## src/sesl_defines.vh

```
// Constants for the secure element serial link
`ifndef SESL_DEFINES_VH
`define SESL_DEFINES_VH
// Byte width of a serial word
`define SESL_WORD_BITS 8
// Reported maximum transfer unit, bytes
`define SESL_MTU_BYTES 16'h0100
// Master clock divider: half period is this value plus one core cycles (40 MHz / 22, about 1.82 MHz)
`define SESL_HALF_DIV 8'h0a
// Command byte a master sends to poll a target
`define SESL_POLL_BYTE 8'h00
// Core clock rate in kHz and least serial rate in kbit/s
`define SESL_CLK_KHZ 40000
`define SESL_MIN_KBPS 1000
`endif

```

## src/sesl_sync.v

```verilog
// Two flip-flop synchroniser for link pins
`timescale 1ns/1ps
`default_nettype none
module sesl_sync #(
  parameter WIDTH = 1
) (
  // Clock and reset
  input wire clk,
  input wire rst_n,
  // Asynchronous level in, synchronised level out
  input wire [WIDTH-1:0] din,
  output wire [WIDTH-1:0] dout
);
  reg [WIDTH-1:0] meta_ff;
  reg [WIDTH-1:0] sync_ff;
  // ==========================================================
  // Two stages; first stage feeds only the second
  always @(posedge clk or negedge rst_n) begin
    if (!rst_n) begin
      meta_ff <= {WIDTH{1'b0}};
      sync_ff <= {WIDTH{1'b0}};
    end else begin
      meta_ff <= din;
      sync_ff <= meta_ff;
    end
  end
  assign dout = sync_ff;
endmodule // sesl_sync
`default_nettype wire

```

## src/sesl_link.v

```verilog
// Serial link between the secure platform and a host terminal
`timescale 1ns/1ps
`default_nettype none
`include "sesl_defines.vh"
module sesl_link #(
  parameter WORD_BITS = `SESL_WORD_BITS,
  parameter [15:0] MTU_BYTES = `SESL_MTU_BYTES,
  parameter [7:0] HALF_DIV = `SESL_HALF_DIV
) (
  // Core clock and reset
  input wire CLOCK,
  input wire RESET_N,
  // Role and link control
  input wire MASTER_MODE,
  input wire LINK_ENABLE,
  input wire SUSPEND,
  input wire START_XFER,
  // Serial pins, inputs (MISO_IN for the master role, the rest for the target role)
  input wire SCLK_IN,
  input wire CS_N_IN,
  input wire MOSI_IN,
  input wire MISO_IN,
  // Serial pins, outputs with low-active enables, and attention output
  output wire SCLK_OUT,
  output wire SCLK_OE_N,
  output wire CS_N_OUT,
  output wire CS_N_OE_N,
  output wire SDO_OUT,
  output wire SDO_OE_N,
  output wire ATTN_N,
  // Transmit stream from upper layer
  input wire [WORD_BITS-1:0] TX_DATA,
  input wire TX_VALID,
  output wire TX_READY,
  // Receive stream to upper layer
  output wire [WORD_BITS-1:0] RX_DATA,
  output wire RX_VALID,
  input wire RX_READY,
  // Status and events
  output wire [15:0] MTU,
  output wire LINK_ACTIVE,
  output wire EVT_SELECT,
  output wire EVT_DESELECT,
  output wire RX_OVERRUN
);
  // Most cycles per serial bit, reached at the minimum rate
  localparam MIN_BIT_CYC = `SESL_CLK_KHZ / `SESL_MIN_KBPS;
  // States, one-hot
  localparam [2:0] ST_IDLE = 3'b001;
  localparam [2:0] ST_XFER = 3'b010;
  localparam [2:0] ST_DONE = 3'b100;

  wire [2:0] pin_sync;
  wire sclk_s;
  wire csn_s;
  wire din_s;
  reg sclk_d_ff;
  reg csn_d_ff;
  reg [2:0] state_ff;
  reg [2:0] nxt_state;
  reg [WORD_BITS-1:0] sh_ff;
  reg [WORD_BITS-1:0] nxt_sh;
  reg [3:0] cnt_ff;
  reg [3:0] nxt_cnt;
  reg [7:0] div_ff;
  reg [7:0] nxt_div;
  reg mclk_ff;
  reg nxt_mclk;
  reg [WORD_BITS-1:0] txb_ff;
  reg txb_v_ff;
  reg [WORD_BITS-1:0] rx_ff;
  reg rx_v_ff;
  reg ovr_ff;
  reg sdo_ff;
  reg sel_ev_ff;
  reg desel_ev_ff;
  reg tx_taken_ff;
  wire run;
  wire rise;
  wire fall;
  wire sel;
  wire done;

  // ==========================================================
  // Pin synchronisers
  sesl_sync #(
    .WIDTH(3)
  ) u_sync (
    .clk(CLOCK),
    .rst_n(RESET_N),
    .din({SCLK_IN, ~CS_N_IN, (MASTER_MODE ? MISO_IN : MOSI_IN)}),
    .dout(pin_sync)
  );
  assign sclk_s = pin_sync[2];
  // Select travels inverted so a reset synchroniser reads as deselected
  assign csn_s = ~pin_sync[1];
  assign din_s = pin_sync[0];

  // Link may start a word only when enabled and not suspended
  assign run = LINK_ENABLE & ~SUSPEND;
  // Select seen from the bus (target) or from own master state
  assign sel = MASTER_MODE ? (state_ff == ST_XFER) : (~csn_s & run);

  // Edges of the serial clock in either role
  function edge_det;
    input now;
    input was;
    input up;
    begin
      edge_det = up ? (now & ~was) : (~now & was);
    end
  endfunction
  // Master edges come from registered state only, no loop through nxt_
  assign rise = MASTER_MODE ?
                ((state_ff == ST_XFER) & ~mclk_ff & (div_ff == 8'h00)) :
                edge_det(sclk_s, sclk_d_ff, 1'b1);
  assign fall = MASTER_MODE ?
                ((state_ff == ST_XFER) & mclk_ff & (div_ff == 8'h00)) :
                edge_det(sclk_s, sclk_d_ff, 1'b0);
  assign done = (state_ff == ST_XFER) & rise &
                (cnt_ff == WORD_BITS - 1);

  // ==========================================================
  // Next state and shift logic
  always @* begin
    nxt_state = state_ff;
    nxt_sh = sh_ff;
    nxt_cnt = cnt_ff;
    nxt_div = div_ff;
    nxt_mclk = mclk_ff;
    case (state_ff)
      ST_IDLE: begin
        nxt_mclk = 1'b0;
        nxt_cnt = 4'h0;
        nxt_sh = txb_v_ff ? txb_ff : `SESL_POLL_BYTE;
        // Master starts on request, on target attention or with a held byte
        if (run & MASTER_MODE & ~rx_v_ff &
            (START_XFER | ~din_s | txb_v_ff)) begin
          nxt_state = ST_XFER;
          nxt_div = HALF_DIV;
        end else if (run & ~MASTER_MODE & ~csn_s) begin
          nxt_state = ST_XFER;
        end
      end
      ST_XFER: begin
        // Master clock divider, idle low
        if (MASTER_MODE) begin
          if (div_ff == 8'h00) begin
            nxt_div = HALF_DIV;
          end else begin
            nxt_div = div_ff - 8'h01;
          end
          if (div_ff == 8'h00) begin
            nxt_mclk = ~mclk_ff;
          end
        end
        // One bit each way per clock period
        if (rise) begin
          nxt_sh = {sh_ff[WORD_BITS-2:0], din_s};
          nxt_cnt = cnt_ff + 4'h1;
        end
        if (done) begin
          nxt_state = ST_DONE;
        end else if (~MASTER_MODE & (csn_s | ~run)) begin
          nxt_state = ST_IDLE;
        end
      end
      ST_DONE: begin
        nxt_mclk = 1'b0;
        nxt_state = ST_IDLE;
      end
      default: begin
        nxt_state = ST_IDLE;
      end
    endcase
  end

  // ==========================================================
  // Registers
  always @(posedge CLOCK or negedge RESET_N) begin
    if (!RESET_N) begin
      state_ff <= ST_IDLE;
      sh_ff <= {WORD_BITS{1'b0}};
      cnt_ff <= 4'h0;
      div_ff <= 8'h00;
      mclk_ff <= 1'b0;
      sclk_d_ff <= 1'b0;
      csn_d_ff <= 1'b1;
      sdo_ff <= 1'b0;
      sel_ev_ff <= 1'b0;
      desel_ev_ff <= 1'b0;
    end else begin
      state_ff <= nxt_state;
      sh_ff <= nxt_sh;
      cnt_ff <= nxt_cnt;
      div_ff <= nxt_div;
      mclk_ff <= nxt_mclk;
      sclk_d_ff <= sclk_s;
      csn_d_ff <= csn_s;
      // Drive output bit after falling edge or at word start
      if (state_ff == ST_IDLE) begin
        sdo_ff <= nxt_sh[WORD_BITS-1];
      end else if (fall) begin
        sdo_ff <= sh_ff[WORD_BITS-1];
      end
      // Host select and deselect events
      sel_ev_ff <= ~MASTER_MODE & csn_d_ff & ~csn_s;
      desel_ev_ff <= ~MASTER_MODE & ~csn_d_ff & csn_s;
    end
  end

  // ==========================================================
  // Transmit holding byte and receive delivery
  always @(posedge CLOCK or negedge RESET_N) begin
    if (!RESET_N) begin
      txb_ff <= {WORD_BITS{1'b0}};
      txb_v_ff <= 1'b0;
      rx_ff <= {WORD_BITS{1'b0}};
      rx_v_ff <= 1'b0;
      ovr_ff <= 1'b0;
      tx_taken_ff <= 1'b0;
    end else begin
      // Remember whether the running word carries the held byte
      if (state_ff == ST_IDLE) begin
        tx_taken_ff <= txb_v_ff;
      end
      if (TX_VALID & ~txb_v_ff) begin
        txb_ff <= TX_DATA;
        txb_v_ff <= 1'b1;
      end else if ((state_ff == ST_DONE) & tx_taken_ff) begin
        txb_v_ff <= 1'b0;
      end
      // Whole bytes only, in order; a full buffer flags overrun
      if (state_ff == ST_DONE) begin
        if (rx_v_ff & ~RX_READY) begin
          ovr_ff <= 1'b1;
        end else begin
          rx_ff <= sh_ff;
          rx_v_ff <= 1'b1;
        end
      end else if (RX_READY) begin
        rx_v_ff <= 1'b0;
      end
    end
  end

  // ==========================================================
  // Outputs
  assign TX_READY = ~txb_v_ff;
  assign RX_DATA = rx_ff;
  assign RX_VALID = rx_v_ff;
  assign RX_OVERRUN = ovr_ff;
  assign MTU = MTU_BYTES;
  assign LINK_ACTIVE = sel;
  assign EVT_SELECT = sel_ev_ff;
  assign EVT_DESELECT = desel_ev_ff;
  assign SCLK_OUT = mclk_ff;
  assign SCLK_OE_N = ~(MASTER_MODE & run);
  assign CS_N_OUT = ~(MASTER_MODE & (state_ff != ST_IDLE));
  assign CS_N_OE_N = ~(MASTER_MODE & run);
  assign SDO_OUT = sdo_ff;
  assign SDO_OE_N = ~(sel & (state_ff != ST_IDLE));
  // Target asks for service while it holds data
  assign ATTN_N = ~(~MASTER_MODE & run & txb_v_ff);
  // Divider bit time must not exceed the least-rate bit time
  wire unused_ok = (2 * (HALF_DIV + 1) <= MIN_BIT_CYC);
endmodule // sesl_link
`default_nettype wire

```

## config.mk

```make
export PLATFORM = sky130hd
export DESIGN_NAME = sesl_link
export DESIGN_NICKNAME = d
export VERILOG_FILES = /design/src/sesl_sync.v /design/src/sesl_link.v
export VERILOG_INCLUDE_DIRS = /design/src
export SDC_FILE = /design/constraint.sdc
export NUM_CORES = 1
export LEC_CHECK = 0
export CAP_MARGIN = 25
export CORE_MARGIN = 3
export CORE_UTILIZATION = 62
export CTS_CLUSTER_SIZE = 12
export DETAILED_ROUTE_END_ITERATION = 8
export DONT_BUFFER_PORTS = 1
export PLACE_DENSITY = 0.78
export SYNTH_ARGS = -nofsm -noshare
export SYNTH_HDL_FRONTEND = slang
export SYNTH_SLANG_ARGS = --single-unit
```

## constraint.sdc

```tcl
create_clock -name CLOCK -period 2.4 [get_ports CLOCK]
set_clock_uncertainty 0.15 [all_clocks]
set_input_delay 0.6 -clock CLOCK [delete_from_list [all_inputs] [get_ports CLOCK]]
set_output_delay 0.6 -clock CLOCK [all_outputs]
set_load 0.005 [all_outputs]
```

# ---- Word-level counts from Yosys, hierarchy flattened
# Cells that the tools add are included.
dict set report totals {
  ff_bits 55
  inputBits 20
  out_inout_bits 37
  elab_cells 122
}
dict set report classes {
  n_addsub 2
  n_eq_ne 12
  n_mux 28
  bitwise_logic 47
  n_reduce_logical 14
}
# cell n
set op_table {}
lappend op_table {{$mux W8} 5}
lappend op_table {{$pmux W8 S2} 2}
lappend op_table {{$and A1 B1 Y1} 26}
lappend op_table {{$not A1 Y1} 18}
lappend op_table {{$mux W1} 13}
lappend op_table {{$mux W3} 4}
lappend op_table {{$ne A2 B2 Y1 const B} 5}
lappend op_table {{$reduce_and A2 Y1} 5}
lappend op_table {{$reduce_bool A2 Y1} 5}
lappend op_table {{$logic_not A8 Y1} 1}
lappend op_table {{$pmux W4 S2} 1}
lappend op_table {{$sub A8 B1 Y8 const B} 1}
lappend op_table {{$pmux W3 S2} 1}
lappend op_table {{$reduce_and A3 Y1} 2}
lappend op_table {{$add A4 B1 Y4 const B} 1}
lappend op_table {{$eq A4 B3 Y1 const B} 1}
lappend op_table {{$mux W4} 1}
lappend op_table {{$eq A3 B1 Y1 const B} 1}
lappend op_table {{$eq A3 B2 Y1 const B} 1}
lappend op_table {{$eq A3 B3 Y1 const B} 1}
lappend op_table {{$ne A3 B1 Y1 const B} 1}
lappend op_table {{$ne A3 B2 Y1 const B} 1}
lappend op_table {{$ne A3 B3 Y1 const B} 1}
lappend op_table {{$or A1 B1 Y1} 3}
lappend op_table {{other kinds (2)} 2}

# ---- Longest topological paths before layout
dict set report depth {
  depth_word 8
  depth_mapped 7
  mapped_depth_nobuf 6
}

# ---- By module
# A second synthesis with hierarchy kept.
dict set report unflattened {
  cells_unflattened 229
  area_unflattened_um2 2640.0
}
# mod instances cells_each area_each_um2 seq_area_each_um2
set by_module_without_submodules {}
lappend by_module_without_submodules {sesl_link 1 223 2489.9 1228.7}
lappend by_module_without_submodules {sesl_sync 1 6 150.1 150.1}

# ---- Worst setup path before layout
# No wires, ideal clock.
dict set report synth_path {
  path_kind {input to register}
  startpoint {input port MASTER_MODE}
  endpoint {register sh_ff[6]}
  setup_time_ps 126
  arrival_ps 1891
  t_required_ps 2124
  setup_slack_ps 233
  path_stages 5
  path_buffers 1
  cell_sequence {clkbuf_1 -> or4bb_1 -> nor4_4 -> nor3_2 -> a221o_1}
}
dict set report synth_between {
  elab_chain_len 3
}
# element line_no
set synth_lines {}
lappend synth_lines {{start, declared} sesl_link.v:14} ;# input wire MASTER_MODE,
lappend synth_lines {{$mux W1} sesl_link.v:114} ;# assign rise = MASTER_MODE ?
lappend synth_lines {{$ne A2 B2 Y1 (no line)} --}
lappend synth_lines {{$reduce_and A2 Y1 (no line)} --}
lappend synth_lines {{end signal, assigned} sesl_link.v:183} ;# sh_ff <= {WORD_BITS{1'b0}};
lappend synth_lines {{end signal, assigned} sesl_link.v:194} ;# sh_ff <= nxt_sh;
lappend synth_lines {{end, declared} sesl_link.v:61} ;# reg [WORD_BITS-1:0] sh_ff;
# Every way passes these cells.
# A chain may end at the register's enable or synchronous reset.

# ---- Worst setup path after layout
dict set report layout_path {
  startpoint {register div_ff[0]}
  endpoint {register sh_ff[3]}
}
dict set report layout_between {
  elab_chain_len 5
}
# element line_no
set layout_lines {}
lappend layout_lines {{start, declared} sesl_link.v:65} ;# reg [7:0] div_ff;
lappend layout_lines {{start signal, assigned} sesl_link.v:196} ;# div_ff <= nxt_div;
lappend layout_lines {{$logic_not A8 Y1} sesl_link.v:115} ;# ((state_ff == ST_XFER) & ~mclk_ff & (div_ff == 8'h00)) :
lappend layout_lines {{$and A1 B1 Y1} sesl_link.v:115}
lappend layout_lines {{$mux W1} sesl_link.v:114}
lappend layout_lines {{$ne A2 B2 Y1 (no line)} --}
lappend layout_lines {{$reduce_and A2 Y1 (no line)} --}
# Every way passes these cells.

==> flow_summary.yaml <==
global_route:
  grt_pass1_wl_um: 8170
  use_met2_pct: 30.5
  gr-usage-met3_pct: 6.73
  use_met1_pct: 28.4
  antenna_found_initial: 0
  grt-ovfl-total: 0
  grt_use_total_pct: 20.4
  grt_pass1_vias: 1717
  top_usage_layer: "met2"
  grt_max_degree: 56
power:
  clock_power_share_pct: 27.8
  switching_share_pct: 28.4
  ir_worst_vdd_uv: 428
  switching_power_w: 0.000537
  p_seq_share_pct: 58.0
  p_leak_nw: 1.29
  p_per_area_mw_per_mm2: 679
  p_comb_share_pct: 14.2
  p_int_w: 0.00136
cts:
  numCtsBuffers: 5
  h-tree-depth: 2
  clk_pin_slew_worst_paths_ps: 100
  cts_tree: "yes"
  cts.sinks: 55
  clk_latency_ps: 310
  cts_buffer_depth: 2
  cts-root-buf: "clkbuf_8"
detailed_routing:
  ant_nets: 0
  viasPerCell: 5.92
  wire_per_inst_um: 16.4
  vias: 1740
  drc: 0
  drt-initial-drc-count: 152
  routed_wl_um: 4840
  firstDrtPassIters: 4
sta:
  fmax_ghz: 0.433
  period_minus_slack_ps: 2310
  worst_pin_slew_ps: 528
  hold_ws_ps: 162
  drv_slew: 0
  min_period_over_period_pct: 96.1
  slew_headroom_pct: 64.7
  hold_viol: 0
  finalSetupViolCount: 0
critical_path:
  end_kind: "flip-flop"
  r2r_end: "sh_ff[3]"
  cp_cell_sequence: "inv_1 > ha_1 > or4bb_1 > nor4_4 > buf_4 > nor3_4 > a221o_1"
  crit_type: "flip-flop to flip-flop"
  reg2reg_depth: 7
  crit_arrival_ps: 2360
  crit_family: "simple AND/OR/NAND/NOR gates"
  cp_max_fo: 8
  r2r-start: "div_ff[0]"
  crit_slowest_cell: "or4bb_1"
  cp.required_ps: 2450
  critPathBufInv: 2
  slowest_delay_ps: 540
  cp.depth: 7
  regToRegSetupSlack_ps: 90
  startpoint_type: "flip-flop"
synthesis:
  yosys.area.top_type_share_pct: 49.9
  ys_ff_latch: 55
  netlist_top_cells_area: "dfrtp_1 (50%), mux2_2 (7.6%), buf_4 (5.1%)"
  ys_seq_area_share_pct: 51.9
  synthesis.area_sq_mm: 0.00266
  syn_inst: 238
  synth.distinct_cells: 47
  ys_warn_count: 0
  synth-main-ff-cell: "dfrtp_1"
  synth_edf_count: 0
  ys_async_sr_fraction_pct: 100
  synth_area_leader_cell: "dfrtp_1"
  synth.avg_cell_area_sq_um: 11.2
hold_path:
  hold_path_depth: 0
  min_from: "SCLK_IN"
  hold_end: "u_sync.meta_ff[2]"
  hp-class: "input port to flip-flop"
run:
  drv_cap: 0
finish:
  register_area_sq_mm: 0.00138
  multi_input_area_sq_mm: 0.00111
  area_delta_synth_final_pct: 5.04
  fill_cells: 299
  drive_gt1_share_pct: 19.7
  fin_nets: 265
  antennaDiodeCount: 0
  fin_area_sq_mm: 0.00279
  layout_common_cells: "dfrtp_1 (53), nand2_1 (18), mux2_2 (18)"
  final_common_cell: "dfrtp_1"
  fin_util_pct: 68.8
  fin_cells: 294
die:
  ios: 57
  initial_core_util_pct: 65.5
  fp-row-count: 23
  design.core.area_sq_mm: 0.00406
  chipWidth_um: 71.5
  die_area_sq_mm: 0.00511
  chipHeight_um: 71.5
placed_design:
  portBuffers: 0
  place_area_sq_mm: 0.00264
  dpl.hpwl_um: 3480
  dp_cells: 283
  place.gp.congestion: 0.835
status:
  status: "complete, no violations"
per-layer routing:
metal / vias to the layer above / share of wire [%]
li1: 834 / -
met1: 839 / 43
met2: 56 / 48
met3: 11 / 7.1
met4: 0 / 1.8
met5: - / 0
registers in the layout, summed over array words and instances (netlist names), 3 cells and up:
signal	cells
RX_DATA	8
cnt_ff	4
sh_ff	8
div_ff	8
txb_ff	8
u_sync.meta_ff	3
u_sync.dout	3
state_ff	3
per-stage QoR:
step / power (W) / setup WS (ps) / setup TNS [ps]
finish: 0.00189 / 93.0 / 0
global route: 0.00200 / -24.8 / -94.7
CTS: 0.00191 / 126 / 0
detailed placement: 0.00136 / 186 / 0
global placement: 0.00134 / 244 / 0
floorplan: 0.00130 / 233 / 0
power by group through the flow:
stage | Sequential (W) | Combinational (W) | Clock (W)
6_report | 0.00110 | 0.000268 | 0.000527
5_1_grt | 0.00111 | 0.000305 | 0.000582
4_1_cts | 0.00110 | 0.000266 | 0.000545
3_5_place_dp | 0.00111 | 0.000241 | 0
3_3_place_gp | 0.00111 | 0.000230 | 0
2_1_floorplan | 0.00108 | 0.000225 | 0
timing repair:
action / CTS / global route
endpoints found under the hold margin: 55 / 0
resized for setup: 0 / 1
setup buffers: 0 / 1
hold buffers: 2 / 0
setup endpoints to repair: 0 / 1
area by class of cell:
class | count | share of cell area [%]
sequential | 55 | 49.4
multi-input combinational | 161 | 39.8
timing repair buffer | 12 | 4.04
clock buffer | 5 | 2.47
tap | 50 | 2.24
inverter | 8 | 1.08
clock inverter | 3 | 0.987
kinds of logic (layout without fill, tap and decap cells):
| kind of cell | Yosys count | after routing | synth area share (%) |
|---|---|---|---|
| simple gates | 75 | 75 | 17.4 |
| compound gates | 45 | 45 | 11.4 |
| fa+ha+maj | 2 | 2 | 0.942 |
| flops | 55 | 55 | 51.9 |
| buf+inv | 36 | 28 | 8.53 |
| mux | 22 | 22 | 9.14 |
| other cells | 2 | 16 | 0.283 |
| xor+xnor | 1 | 1 | 0.330 |
cell usage after synthesis, types with 2 or more instances:
master	instances
dfrtp_1	53
buf_4	18
mux2_2	18
nand2_1	18
o21ai_0	13
a21oi_1	11
and3_1	8
inv_1	8
a221o_1	7
nor2_1	7
nor3b_1	7
clkbuf_1	6
a41oi_1	4
mux2i_1	4
nand2b_1	4
buf_6	3
nand3_1	3
nand3b_1	3
nor3_1	3
o31ai_1	3
or3b_2	3
conb_1	2
dfstp_2	2
ha_1	2
nand4_1	2
nand4b_1	2
nor2b_1	2
nor4_1	2
or2_2	2
worst max path at each step:
| stage | slack [ps] | start | end |
|---|---|---|---|
| 3_5_place_dp | 190 | div_ff[0] | sh_ff[3] |
| 2_1_floorplan | 230 | MASTER_MODE | sh_ff[6] |
| 6_report | 90 | div_ff[0] | sh_ff[3] |
| 4_1_cts | 130 | state_ff[0] | SDO_OE_N |
| 5_1_grt | -20 | div_ff[0] | sh_ff[2] |
| 3_3_place_gp | 240 | div_ff[0] | sh_ff[3] |
No activity file was read; power rests on OpenSTA's default activity.
